**src/inc/dbp_pkg.sv**
```systemverilog
// constants for the dual bank pipeline register
package dbp_pkg;
  localparam int unsigned DATA_W = 8;
  localparam int unsigned BANK_DEPTH = 8;
  localparam int unsigned SEL_W = 4;
  localparam int unsigned FIFO_DEPTH = 8;
  // operation codes
  localparam logic [1:0] OP_PUSH_BOTH = 2'h0;
  localparam logic [1:0] OP_PUSH_SECOND = 2'h1;
  localparam logic [1:0] OP_PUSH_FIRST = 2'h2;
  localparam logic [1:0] OP_FREEZE = 2'h3;
  // stage_select bank bit position and stage reset value
  localparam int unsigned SEL_BANK_BIT = 3;
  localparam logic [DATA_W-1:0] STAGE_RESET = 8'h00;
endpackage : dbp_pkg

```
**src/hdl/dbp_fifo.sv**
```systemverilog
// small valid/ready fifo with registered read data
`timescale 1ns/100ps
module dbp_fifo #(
  parameter int unsigned WIDTH = 8,
  parameter int unsigned DEPTH = 8
) (
  input wire logic clk_sys,
  input wire logic rst,
  input wire logic [WIDTH-1:0] in_data,
  input wire logic in_valid,
  output logic in_ready,
  output logic [WIDTH-1:0] out_data,
  output logic out_valid,
  input wire logic out_ready
);
  localparam int unsigned AW = $clog2(DEPTH);
  logic [WIDTH-1:0] mem_q [DEPTH];
  logic [AW-1:0] wr_q, wr_d, rd_q, rd_d;
  logic [AW:0] cnt_q, cnt_d;
  logic [WIDTH-1:0] out_q, out_d;
  logic ov_q, ov_d;
  logic rdy_q, rdy_d;
  logic push, pop;

  //////////////////////////////////////////////////////////////////////
  // pointers; output register refills whenever empty or being drained
  always_comb begin
    push = in_valid && rdy_q;
    pop = (cnt_q != '0) && (!ov_q || out_ready);
    wr_d = push ? wr_q + 1'b1 : wr_q;
    rd_d = pop ? rd_q + 1'b1 : rd_q;
    cnt_d = cnt_q + {{AW{1'b0}}, push} - {{AW{1'b0}}, pop};
    // ready registered from the next count, so it leaves on a flop
    rdy_d = (cnt_d != DEPTH[AW:0]);
    out_d = pop ? mem_q[rd_q] : out_q;
    ov_d = pop ? 1'b1 : (out_ready ? 1'b0 : ov_q);
  end

  always_ff @(posedge clk_sys or posedge rst) begin
    if (rst) begin
      wr_q <= '0;
      rd_q <= '0;
      cnt_q <= '0;
      out_q <= '0;
      ov_q <= 1'b0;
      rdy_q <= 1'b1;
    end else begin
      wr_q <= wr_d;
      rd_q <= rd_d;
      cnt_q <= cnt_d;
      out_q <= out_d;
      ov_q <= ov_d;
      rdy_q <= rdy_d;
    end
  end

  // storage carries no reset, so it maps onto plain ram
  always_ff @(posedge clk_sys) begin
    if (push) begin
      mem_q[wr_q] <= in_data;
    end
  end

  assign in_ready = rdy_q;
  assign out_data = out_q;
  assign out_valid = ov_q;
endmodule : dbp_fifo

```
**src/hdl/dbp_pipe.sv**
```systemverilog
// dual bank byte pipeline register, top level
// Functional notes
// - two 8-stage pipelines or one 16-stage line, chosen each cycle by operation code
// - code 00 pushes input into first bank, its tail feeds second bank
// - code 01 pushes input into second bank only; first bank unchanged
// - code 10 pushes input into first bank only; second bank unchanged
// - code 11 freezes all sixteen stages
// - select msb 0 shows first bank stage given by lower three bits
// - select msb 1 shows second bank stage given by lower three bits
// - reading by select is independent of loading by operation code
`timescale 1ns/100ps
module dbp_pipe #(
  parameter int unsigned DEPTH = dbp_pkg::BANK_DEPTH,
  parameter int unsigned FDEPTH = dbp_pkg::FIFO_DEPTH
) (
  input wire logic clk_sys,
  input wire logic rst,
  input wire logic [dbp_pkg::DATA_W-1:0] byte_input,
  input wire logic in_valid,
  output logic in_ready,
  input wire logic [1:0] operation_code,
  input wire logic [dbp_pkg::SEL_W-1:0] stage_select,
  input wire logic output_enable_n,
  output logic [dbp_pkg::DATA_W-1:0] byte_output,
  output logic byte_output_oe
);
  localparam int unsigned W = dbp_pkg::DATA_W;
  logic [W-1:0] first_q [DEPTH];
  logic [W-1:0] first_d [DEPTH];
  logic [W-1:0] second_q [DEPTH];
  logic [W-1:0] second_d [DEPTH];
  logic [W-1:0] y_q, y_d;
  logic oe_q, oe_d;
  logic [W-1:0] f_data;
  logic f_valid, f_ready;
  logic [1:0] op_q;
  logic shift_first, shift_second, chain, step;

  //////////////////////////////////////////////////////////////////////
  // input fifo: each byte plus its operation waits here
  dbp_fifo #(.WIDTH(W + 2), .DEPTH(FDEPTH)) u_fifo (
    .clk_sys(clk_sys),
    .rst(rst),
    .in_data({operation_code, byte_input}),
    .in_valid(in_valid),
    .in_ready(in_ready),
    .out_data({op_q, f_data}),
    .out_valid(f_valid),
    .out_ready(f_ready)
  );

  // freeze words are consumed without moving any stage
  always_comb begin
    f_ready = 1'b1;
    step = f_valid;
    shift_first = step && (op_q == dbp_pkg::OP_PUSH_BOTH || op_q == dbp_pkg::OP_PUSH_FIRST);
    shift_second = step && (op_q == dbp_pkg::OP_PUSH_BOTH || op_q == dbp_pkg::OP_PUSH_SECOND);
    chain = (op_q == dbp_pkg::OP_PUSH_BOTH);
  end

  //////////////////////////////////////////////////////////////////////
  // next stage values, one generate slice per stage
  for (genvar i = 0; i < DEPTH; i++) begin : g_stage
    always_comb begin
      first_d[i] = first_q[i];
      second_d[i] = second_q[i];
      if (shift_first) begin
        first_d[i] = (i == 0) ? f_data : first_q[(i == 0) ? 0 : i - 1];
      end
      if (shift_second) begin
        if (i == 0) begin
          second_d[i] = chain ? first_q[DEPTH-1] : f_data;
        end else begin
          second_d[i] = second_q[(i == 0) ? 0 : i - 1];
        end
      end
    end
    always_ff @(posedge clk_sys or posedge rst) begin
      if (rst) begin
        first_q[i] <= dbp_pkg::STAGE_RESET;
        second_q[i] <= dbp_pkg::STAGE_RESET;
      end else begin
        first_q[i] <= first_d[i];
        second_q[i] <= second_d[i];
      end
    end
  end

  //////////////////////////////////////////////////////////////////////
  // output mux, registered; select works whatever the operation
  always_comb begin
    if (stage_select[dbp_pkg::SEL_BANK_BIT]) begin
      y_d = second_d[stage_select[2:0]];
    end else begin
      y_d = first_d[stage_select[2:0]];
    end
    oe_d = !output_enable_n;
  end

  always_ff @(posedge clk_sys or posedge rst) begin
    if (rst) begin
      y_q <= dbp_pkg::STAGE_RESET;
      oe_q <= 1'b0;
    end else begin
      y_q <= y_d;
      oe_q <= oe_d;
    end
  end

  assign byte_output = y_q;
  assign byte_output_oe = oe_q;
endmodule : dbp_pipe

```
**config.mk**
```make
export PLATFORM = sky130hd
export DESIGN_NAME = dbp_pipe
export DESIGN_NICKNAME = d
export VERILOG_FILES = /design/src/inc/dbp_pkg.sv /design/src/hdl/dbp_fifo.sv /design/src/hdl/dbp_pipe.sv
export SDC_FILE = /design/constraint.sdc
export NUM_CORES = 1
export LEC_CHECK = 0
export CORE_UTILIZATION = 55
export CTS_BUF_LIST = sky130_fd_sc_hd__clkbuf_4 sky130_fd_sc_hd__clkbuf_8 sky130_fd_sc_hd__clkbuf_16
export DETAILED_ROUTE_END_ITERATION = 10
export DONT_BUFFER_PORTS = 1
export PLACE_DENSITY_LB_ADDON = 0.25
export SLEW_MARGIN = 25
export SYNTH_ARGS = -nofsm -noshare
export SYNTH_HDL_FRONTEND = slang
export SYNTH_SLANG_ARGS = --single-unit
```
**constraint.sdc**
```tcl
create_clock -name clk_sys -period 6.1 [get_ports clk_sys]
set_input_delay 0.61 -clock clk_sys [delete_from_list [all_inputs] [get_ports clk_sys]]
set_output_delay 0.61 -clock clk_sys [all_outputs]
set_load 0.05 [all_outputs]
```
==> results.toml, run 1 <==
[setup_path]
cp.required_ns = 6.52
r2r_cells = 11
endpoint_kind = "register"
arrival_ns = 3.66
critPathMaxFanout = 22
criticalPathCategory = "reg -> reg"
rrSetupSlack_ns = 2.86
critPathLaunchType = "register"

[drt]
routed_via_density = 6.23
wl_mm = 21.2
drtIter0Drc = 406
dr.pass1.iters = 7
wl_per_cell_um = 21.9
ant_nets = 0
drc = 0
dr_total_vias = 6026

[grt]
grt_pass1_vias = 6293
track_usage_pct = 22.7
gr-total-overflow = 0
grt_max_degree = 107
grt_antenna_before_repair = 0
grt_pass1_wl_mm = 34.2

[clock_network]
cts_hold_buf = 0
cts_buffers = 24
ctsResizeCount = 0
htree_levels = 1
clock_path_buffers = 3
cts_tree = "done"
clock_sinks = 239
cts_root_buf = "clkbuf_16"
clk_pin_slew_ns = 0.06
postCtsSetupBuffers = 0
clk_latency_ns = 0.52

[power]
pwr-share-seq_pct = 43.1
finalPower_mw = 6.35
power.switching_mw = 2.19
p_sw_share_pct = 34.5
pwr-share-clk_pct = 21.5
p_leak_nw = 4.82
ir_worst_vdd_mv = 0.311
internal-power_mw = 4.16
p_comb_share_pct = 35.4
powerDensity_mw_per_mm2 = 563

[logic_synthesis]
syn-cell-area_mm2 = 0.0103
synth.distinct_cells = 44
yosysWarningCount = 0
synth-edff-count = 80
synth_ff_type = "dfrtp_1"
syn_nets = 758
avgSynthCellArea_um2 = 14.1
syn_inst = 732
yosysSeqAreaShare_pct = 61.9
async_reset_ff_share_pct = 66.5
synth_seq_cells = 239

[floorplan]
die_y_um = 139
start_util_pct = 56.8
dieArea_mm2 = 0.0193
die_w_um = 139
num_rows = 49
core_mm2 = 0.0181
io_pins = 28

[sta]
fin_crit_ns = 3.24
final.period_utilization_pct = 53.2
rsz0062_at_grt = "false"
setup_tns_ns = 0
finalSetupViolCount = 0
fin_ws_ns = 2.86
skew_ns = 0.0155
worstMarginPinSlew_ns = 1.04
hold_violations = 0
timing.slew.headroom_pct = 30.4
slew_viol_final = 0
holdWs_ns = 0.152
fmax_ghz = 0.308

[finish]
fill_cells = 1369
instances_no_fill = 968
fin_util_pct = 62.2
multi_input_area_mm2 = 0.00359
syn2layout_area_growth_pct = 9.36
seq_area_mm2 = 0.00638
drive_above_1_share_pct = 21.4
nets = 749
antennaDiodeCount = 0
fin_area_mm2 = 0.0113

[placed_design]
place_ws_ns = 2.81
dp.cells = 923
hpwl_mm = 13.1
portBuffers = 0
gp_congestion = 0.788
place_area_mm2 = 0.0105

[hold_path]
hold_path_class = "in -> reg"
hold_path_depth = 1

[run_status]
outcome = "finished clean"

[flow_run]
max_cap_viol_count = 0
==> per-layer routing <==
metal	track usage (%)	share of wire (%)
met3	3.66	4.8
met1	30.9	45
met2	37.8	48
met5	0	0
met4	6.61	2.3
==> cells in the mapped netlist (all sizes together) (14+ instances only) <==
cell	number	area share (%)
o22ai	19	1.2
mux4	21	4.6
mux2	72	8.4
and3b	21	1.8
nand2	35	1.3
a211oi	21	1.5
edfxtp	80	23
a211o	14	1.2
o21ai	27	1.3
nor2	23	0.84
inv	36	1.3
buf	34	1.8
clkbuf	15	0.55
mux2i	34	3.3
a21o	22	1.6
dfrtp	158	38
a21oi	22	1.1
==> final timing paths <==
kind,from,to
max in group asynchronous,rst,first_q[58]
worst max-delay path,u_fifo.cnt_q[2],u_fifo.in_ready
worst min register to register,second_q[63],second_q[63]
min in group asynchronous,rst,first_q[20]
worst max register to register,u_fifo.cnt_q[2],u_fifo.in_ready
worst min-delay path,output_enable_n,byte_output_oe
==> flip-flops by register name (all words and copies together) (netlist names) <==
name / cells
u_fifo.mem_q: 80
first_q: 64
second_q: 64
u_fifo.out_data: 10
byte_output: 8
u_fifo.cnt_q: 4
u_fifo.rd_q: 3
u_fifo.wr_q: 3
byte_output_oe: 1
u_fifo.in_ready: 1
u_fifo.out_valid: 1
==> critical path, cell delays in order (launching register included) <==
cell	delay, ns
dfrtp_1	0.36
inv_1	0.08
ha_1	0.14
and3_1	0.56
inv_1	0.20
ha_1	0.32
inv_1	0.05
ha_1	0.16
inv_1	0.06
fa_1	0.50
inv_1	0.06
or4b_2	0.66
==> logic make-up (layout without fill, tap and decap cells) <==
logic type	after synthesis	after routing	share of synthesized area (%)
compound gates	168	168	11.5
xor+xnor	5	5	0.425
fa+ha+maj	8	8	1.04
buf+inv	85	92	3.68
flops	239	239	61.9
mux	127	127	16.3
simple gates	100	100	5.25
==> power groups by stage <==
stage	logic (mW)	clock network, mW	registers, mW
after global placement	2.11	0	2.72
after floorplan	1.88	0	2.59
final	2.25	1.36	2.74
after global routing	2.48	1.44	2.81
after detailed placement	2.22	0	2.76
after CTS	2.24	1.38	2.74
==> final cells by class <==
type | count | share of cell area (%)
multi-input combinational | 408 | 31.9
inverter | 36 | 1.24
sequential | 239 | 56.6
clock inverter | 10 | 0.399
tap | 229 | 2.54
timing repair buffer | 14 | 1.31
clock buffer | 32 | 6.07
==> layout by cell type (no fill, tap or decap), types with 22 or more instances in the layout <==
master / count
mux2_2: 58
a21oi_1: 22
mux2i_1: 34
clkbuf_16: 25
o21ai_0: 27
nand2_1: 35
dfrtp_1: 158
inv_1: 35
edfxtp_1: 80
a21o_1: 22
Note: power is estimated with default switching activity, not from simulation.
==> run 2: changes to the inputs <==
clock period = 2.85 ns   (was 6.1 ns; I/O delays follow)
==> results.toml, run 2 (synthesis results as in run 1) <==
[setup_path]
cp.required_ns = 3.28
critPathMaxFanout = 2
critPathLaunchType = "register"
rrSetupSlack_ns = 0.15
endpoint_kind = "register"
criticalPathCategory = "reg -> reg"
arrival_ns = 3.12

[clock_network]
cts_root_buf = "clkbuf_16"
clk_latency_ns = 0.52
cts_tree = "done"
clock_path_buffers = 3
clk_pin_slew_ns = 0.06
postCtsSetupBuffers = 0
htree_levels = 1
clock_sinks = 239
cts_buffers = 25

[finish]
nets = 782
syn2layout_area_growth_pct = 13.9
fill_cells = 1278
antennaDiodeCount = 0
drive_above_1_share_pct = 23.4
layout_common_cells = "dfrtp_1 (158), edfxtp_1 (80), mux2_2 (58)"
fin_area_mm2 = 0.0117
largest_register_ffs = 80
reg_top3 = "u_fifo.mem_q x80, first_q x64, second_q x64"
top_register = "u_fifo.mem_q"
final_common_cell = "dfrtp_1"

[placed_design]
place_area_mm2 = 0.0107
place_ws_ns = 0.138
portBuffers = 0
hpwl_mm = 13.3
gp_congestion = 0.779

[drt]
drtIter0Drc = 420
dr_total_vias = 6110
drc = 1
wl_per_cell_um = 21.1
routed_via_density = 6.09
dr.pass1.iters = 8
wl_mm = 21.2
ant_nets = 0

[sta]
worstMarginPinSlew_ns = 1.00
fmax_ghz = 0.370
setup_tns_ns = 0
hold_violations = 0
holdWs_ns = 0.0112
final.period_utilization_pct = 94.7
rsz0062_at_grt = "false"
slew_viol_final = 0
skew_ns = 0.00650
fin_crit_ns = 2.70
finalSetupViolCount = 0
fin_ws_ns = 0.150
timing.slew.headroom_pct = 33.0

[power]
internal-power_mw = 9.59
p_comb_share_pct = 34.4
pwr-share-seq_pct = 40.9
power.switching_mw = 4.71
pwr-share-clk_pct = 24.8
powerDensity_mw_per_mm2 = 1220
p_sw_share_pct = 32.9
ir_worst_vdd_mv = 0.618
p_leak_nw = 5.05

[hold_path]
hold_path_class = "in -> reg"

[floorplan]
die_w_um = 139
dieArea_mm2 = 0.0193
num_rows = 49
core_mm2 = 0.0181
start_util_pct = 56.8
die_y_um = 139
io_pins = 28

[flow_run]
max_cap_viol_count = 0

[grt]
use_met3_pct = 3.94
grt_most_used_layer = "met2"
grt_antenna_before_repair = 0
use_met1_pct = 30.7
grt_max_degree = 129
grt_pass1_wl_mm = 34.5
gr-total-overflow = 0
grt_pass1_vias = 6441
use_met2_pct = 38.1
track_usage_pct = 22.9

[run_status]
outcome = "finished, violations left"
failed_checks = "DRC"
run 2: metrics by stage:
stage                     power (mW)  util [%]  std cells
after floorplan                 9.58         -        732
after global placement          10.4      58.7        943
after detailed placement        10.8      58.7        943
after CTS                       14.4      64.7       1004
after global routing            15.1      64.7       1004
final                           14.3      64.7       1004
run 2: final cells by class:
class / instances / area (um^2) / area share (%)
Multi-Input combinational cell: 408 / 3580 / 30.5
Tap cell: 229 / 287 / 2.44
Sequential cell: 239 / 6380 / 54.3
Clock buffer: 38 / 785 / 6.68
Timing Repair Buffer: 46 / 433 / 3.69
Inverter: 36 / 139 / 1.18
Clock inverter: 8 / 144 / 1.22
run 2: timing repair:
action / CTS / global route
hold endpoints to repair: 209 / 0
hold buffers: 15 / 0
endpoints found under the setup margin: 0 / 1
gates resized for setup: 0 / 4
run 2: power groups by stage:
| stage | logic [mW] | clock network (mW) | registers, mW |
|---|---|---|---|
| after floorplan | 4.03 | 0 | 5.55 |
| after global placement | 4.61 | 0 | 5.81 |
| after detailed placement | 4.86 | 0 | 5.91 |
| after CTS | 4.93 | 3.60 | 5.85 |
| after global routing | 5.41 | 3.73 | 6.00 |
| final | 4.92 | 3.54 | 5.85 |
run 2: worst max-delay path: stages (launching register included):
cell,delay [ns]
dfrtp_1,0.37
inv_2,0.06
ha_2,0.16
and3_4,0.17
inv_1,0.05
ha_1,0.27
inv_1,0.07
ha_2,0.17
inv_1,0.06
fa_1,0.47
inv_1,0.05
or4b_2,0.67
run 2: path summary, 6_finish.rpt:
kind,from,cells past startpoint,end
max in group asynchronous,rst,3,first_q[0]
worst max register to register,u_fifo.cnt_q[2],11,u_fifo.in_ready
worst min register to register,second_q[63],2,second_q[63]
worst max-delay path,u_fifo.cnt_q[2],11,u_fifo.in_ready
min in group asynchronous,rst,2,u_fifo.wr_q[0]
worst min-delay path,in_valid,3,u_fifo.wr_q[0]
run 2: per-layer routing:
layer  wire length, um  part of all wire, %
met2             10700                   50
met4               576                  2.7
met1              8970                   42
met5                 0                    0
met3               963                  4.5
==> run 3: changes to the inputs <==
clock period = 2.9 ns   (was 2.85 ns; I/O delays follow)
==> results.toml, run 3 (synthesis results as in run 1) <==
[run_status]
outcome = "finished clean"

[flow_run]
max_cap_viol_count = 0

[sta]
fin_ws_ns = 0.217
fin_crit_ns = 2.68
slew_viol_final = 0
timing.slew.headroom_pct = 35.4
holdWs_ns = 0.0379
final.period_utilization_pct = 92.5
finalSetupViolCount = 0
hold_violations = 0
fmax_ghz = 0.373
setup_tns_ns = 0
rsz0062_at_grt = "false"
worstMarginPinSlew_ns = 0.967
skew_ns = 0.0103

[setup_path]
cp.required_ns = 3.31
cp_slowest_cell = "or4b_2"
endpoint_kind = "register"
critPathMaxFanout = 4
arrival_ns = 3.09
rrSetupSlack_ns = 0.22
r2r-end = "u_fifo.in_ready"
slowest_delay_ns = 0.65
criticalPathCategory = "reg -> reg"
path_buf_inv = 5
crit_path_cell_trace = "inv_1 -> ha_1 -> and3_1 -> inv_1 -> ha_1 -> inv_1 -> ha_1 -> inv_1 -> fa_1 -> inv_1 -> or4b_2"
r2r_cells = 11
worstReg2RegStart = "u_fifo.cnt_q[2]"
critPathTopFamily = "adder cells"
crit_top_cell = "inv_1"
critPathLaunchType = "register"

[drt]
ant_nets = 0
drc = 0
dr.pass1.iters = 6
wl_per_cell_um = 21.2
routed_via_density = 6.07
wl_mm = 21.1
drtIter0Drc = 365
dr_total_vias = 6054

[grt]
grt_antenna_before_repair = 0
track_usage_pct = 22.7
grt_max_degree = 113
grt_pass1_wl_mm = 34.3
grt_pass1_vias = 6361
gr-total-overflow = 0

[floorplan]
die_w_um = 139
die_y_um = 139
io_pins = 28
start_util_pct = 56.8
num_rows = 49
dieArea_mm2 = 0.0193
core_mm2 = 0.0181

[finish]
reg_top3 = "u_fifo.mem_q x80, first_q x64, second_q x64"
nets = 780
fin_area_mm2 = 0.0116
antennaDiodeCount = 0
top_register = "u_fifo.mem_q"
syn2layout_area_growth_pct = 12.2
instances_no_fill = 998
largest_register_ffs = 80
final_common_cell = "dfrtp_1"
drive_above_1_share_pct = 22.2
layout_common_cells = "dfrtp_1 (158), edfxtp_1 (80), mux2_2 (58)"

[clock_network]
postCtsSetupBuffers = 0
ctsResizeCount = 0
clk_latency_ns = 0.51
cts_root_buf = "clkbuf_16"
htree_levels = 1
clk_pin_slew_ns = 0.06
clock_path_buffers = 3
clock_sinks = 239
cts_tree = "done"
cts_hold_buf = 12
cts_buffers = 24

[placed_design]
place_ws_ns = 0.203
hpwl_mm = 13.5
dp.cells = 945
gp_congestion = 0.786
portBuffers = 0
place_area_mm2 = 0.0107

[power]
powerDensity_mw_per_mm2 = 1170
ir_worst_vdd_mv = 1.02
p_leak_nw = 4.98

[hold_path]
holdPathEnd = "byte_output[7]"
hold_path_class = "in -> reg"
hp-start = "stage_select[2]"
hold_path_depth = 2
run 3: changes by cell type in the layout (fill, tap and decap cells not counted), sizes merged:
cell	change
bufinv	-4
dlygate4sd3	-3
buf	+2
clkbuf	-1
clkinv	+1
inv	-1
run 3: where the power goes:
part           internal (mW)  switching [mW]  total [mW]
sequential              4.77           0.929        5.70
combinational           2.47            2.41        4.88
clock                   1.74            1.19        2.93
run 3: layout make-up:
type / count / area (um^2)
tap: 229 / 287
fill: 1329 / 6570
timing repair buffer: 45 / 443
clock buffer: 37 / 741
multi-input combinational: 408 / 3570
inverter: 36 / 139
sequential: 239 / 6380
clock inverter: 4 / 16.3
run 3: worst max-delay path by stage:
stage | cells after the start | to | start | slack [ns]
final | 11 | u_fifo.in_ready | u_fifo.cnt_q[2] | 0.22
after global routing | 11 | u_fifo.in_ready | u_fifo.cnt_q[2] | 0.05
after CTS | 11 | u_fifo.in_ready | u_fifo.cnt_q[2] | 0.20
after detailed placement | 11 | u_fifo.in_ready | u_fifo.cnt_q[2] | 0.20
after global placement | 11 | u_fifo.in_ready | u_fifo.cnt_q[2] | 0.30
after floorplan | 11 | u_fifo.in_ready | u_fifo.cnt_q[2] | 0.34
run 3: metrics by stage:
stage	utilization (%)	total power [mW]
floorplan	-	9.41
global placement	59.0	10.3
detailed placement	59.0	10.6
CTS	63.8	13.6
global route	63.8	14.3
finish	63.8	13.5
run 3: metal layers:
metal  track usage [%]  vias to the layer above  routed length, um
met4              6.78                        0                488
met1              30.5                     3113               8990
li1                  -                     2781                  -
met2              38.8                      130              10700
met3              3.21                       30                961
met5                 0                        -                  0
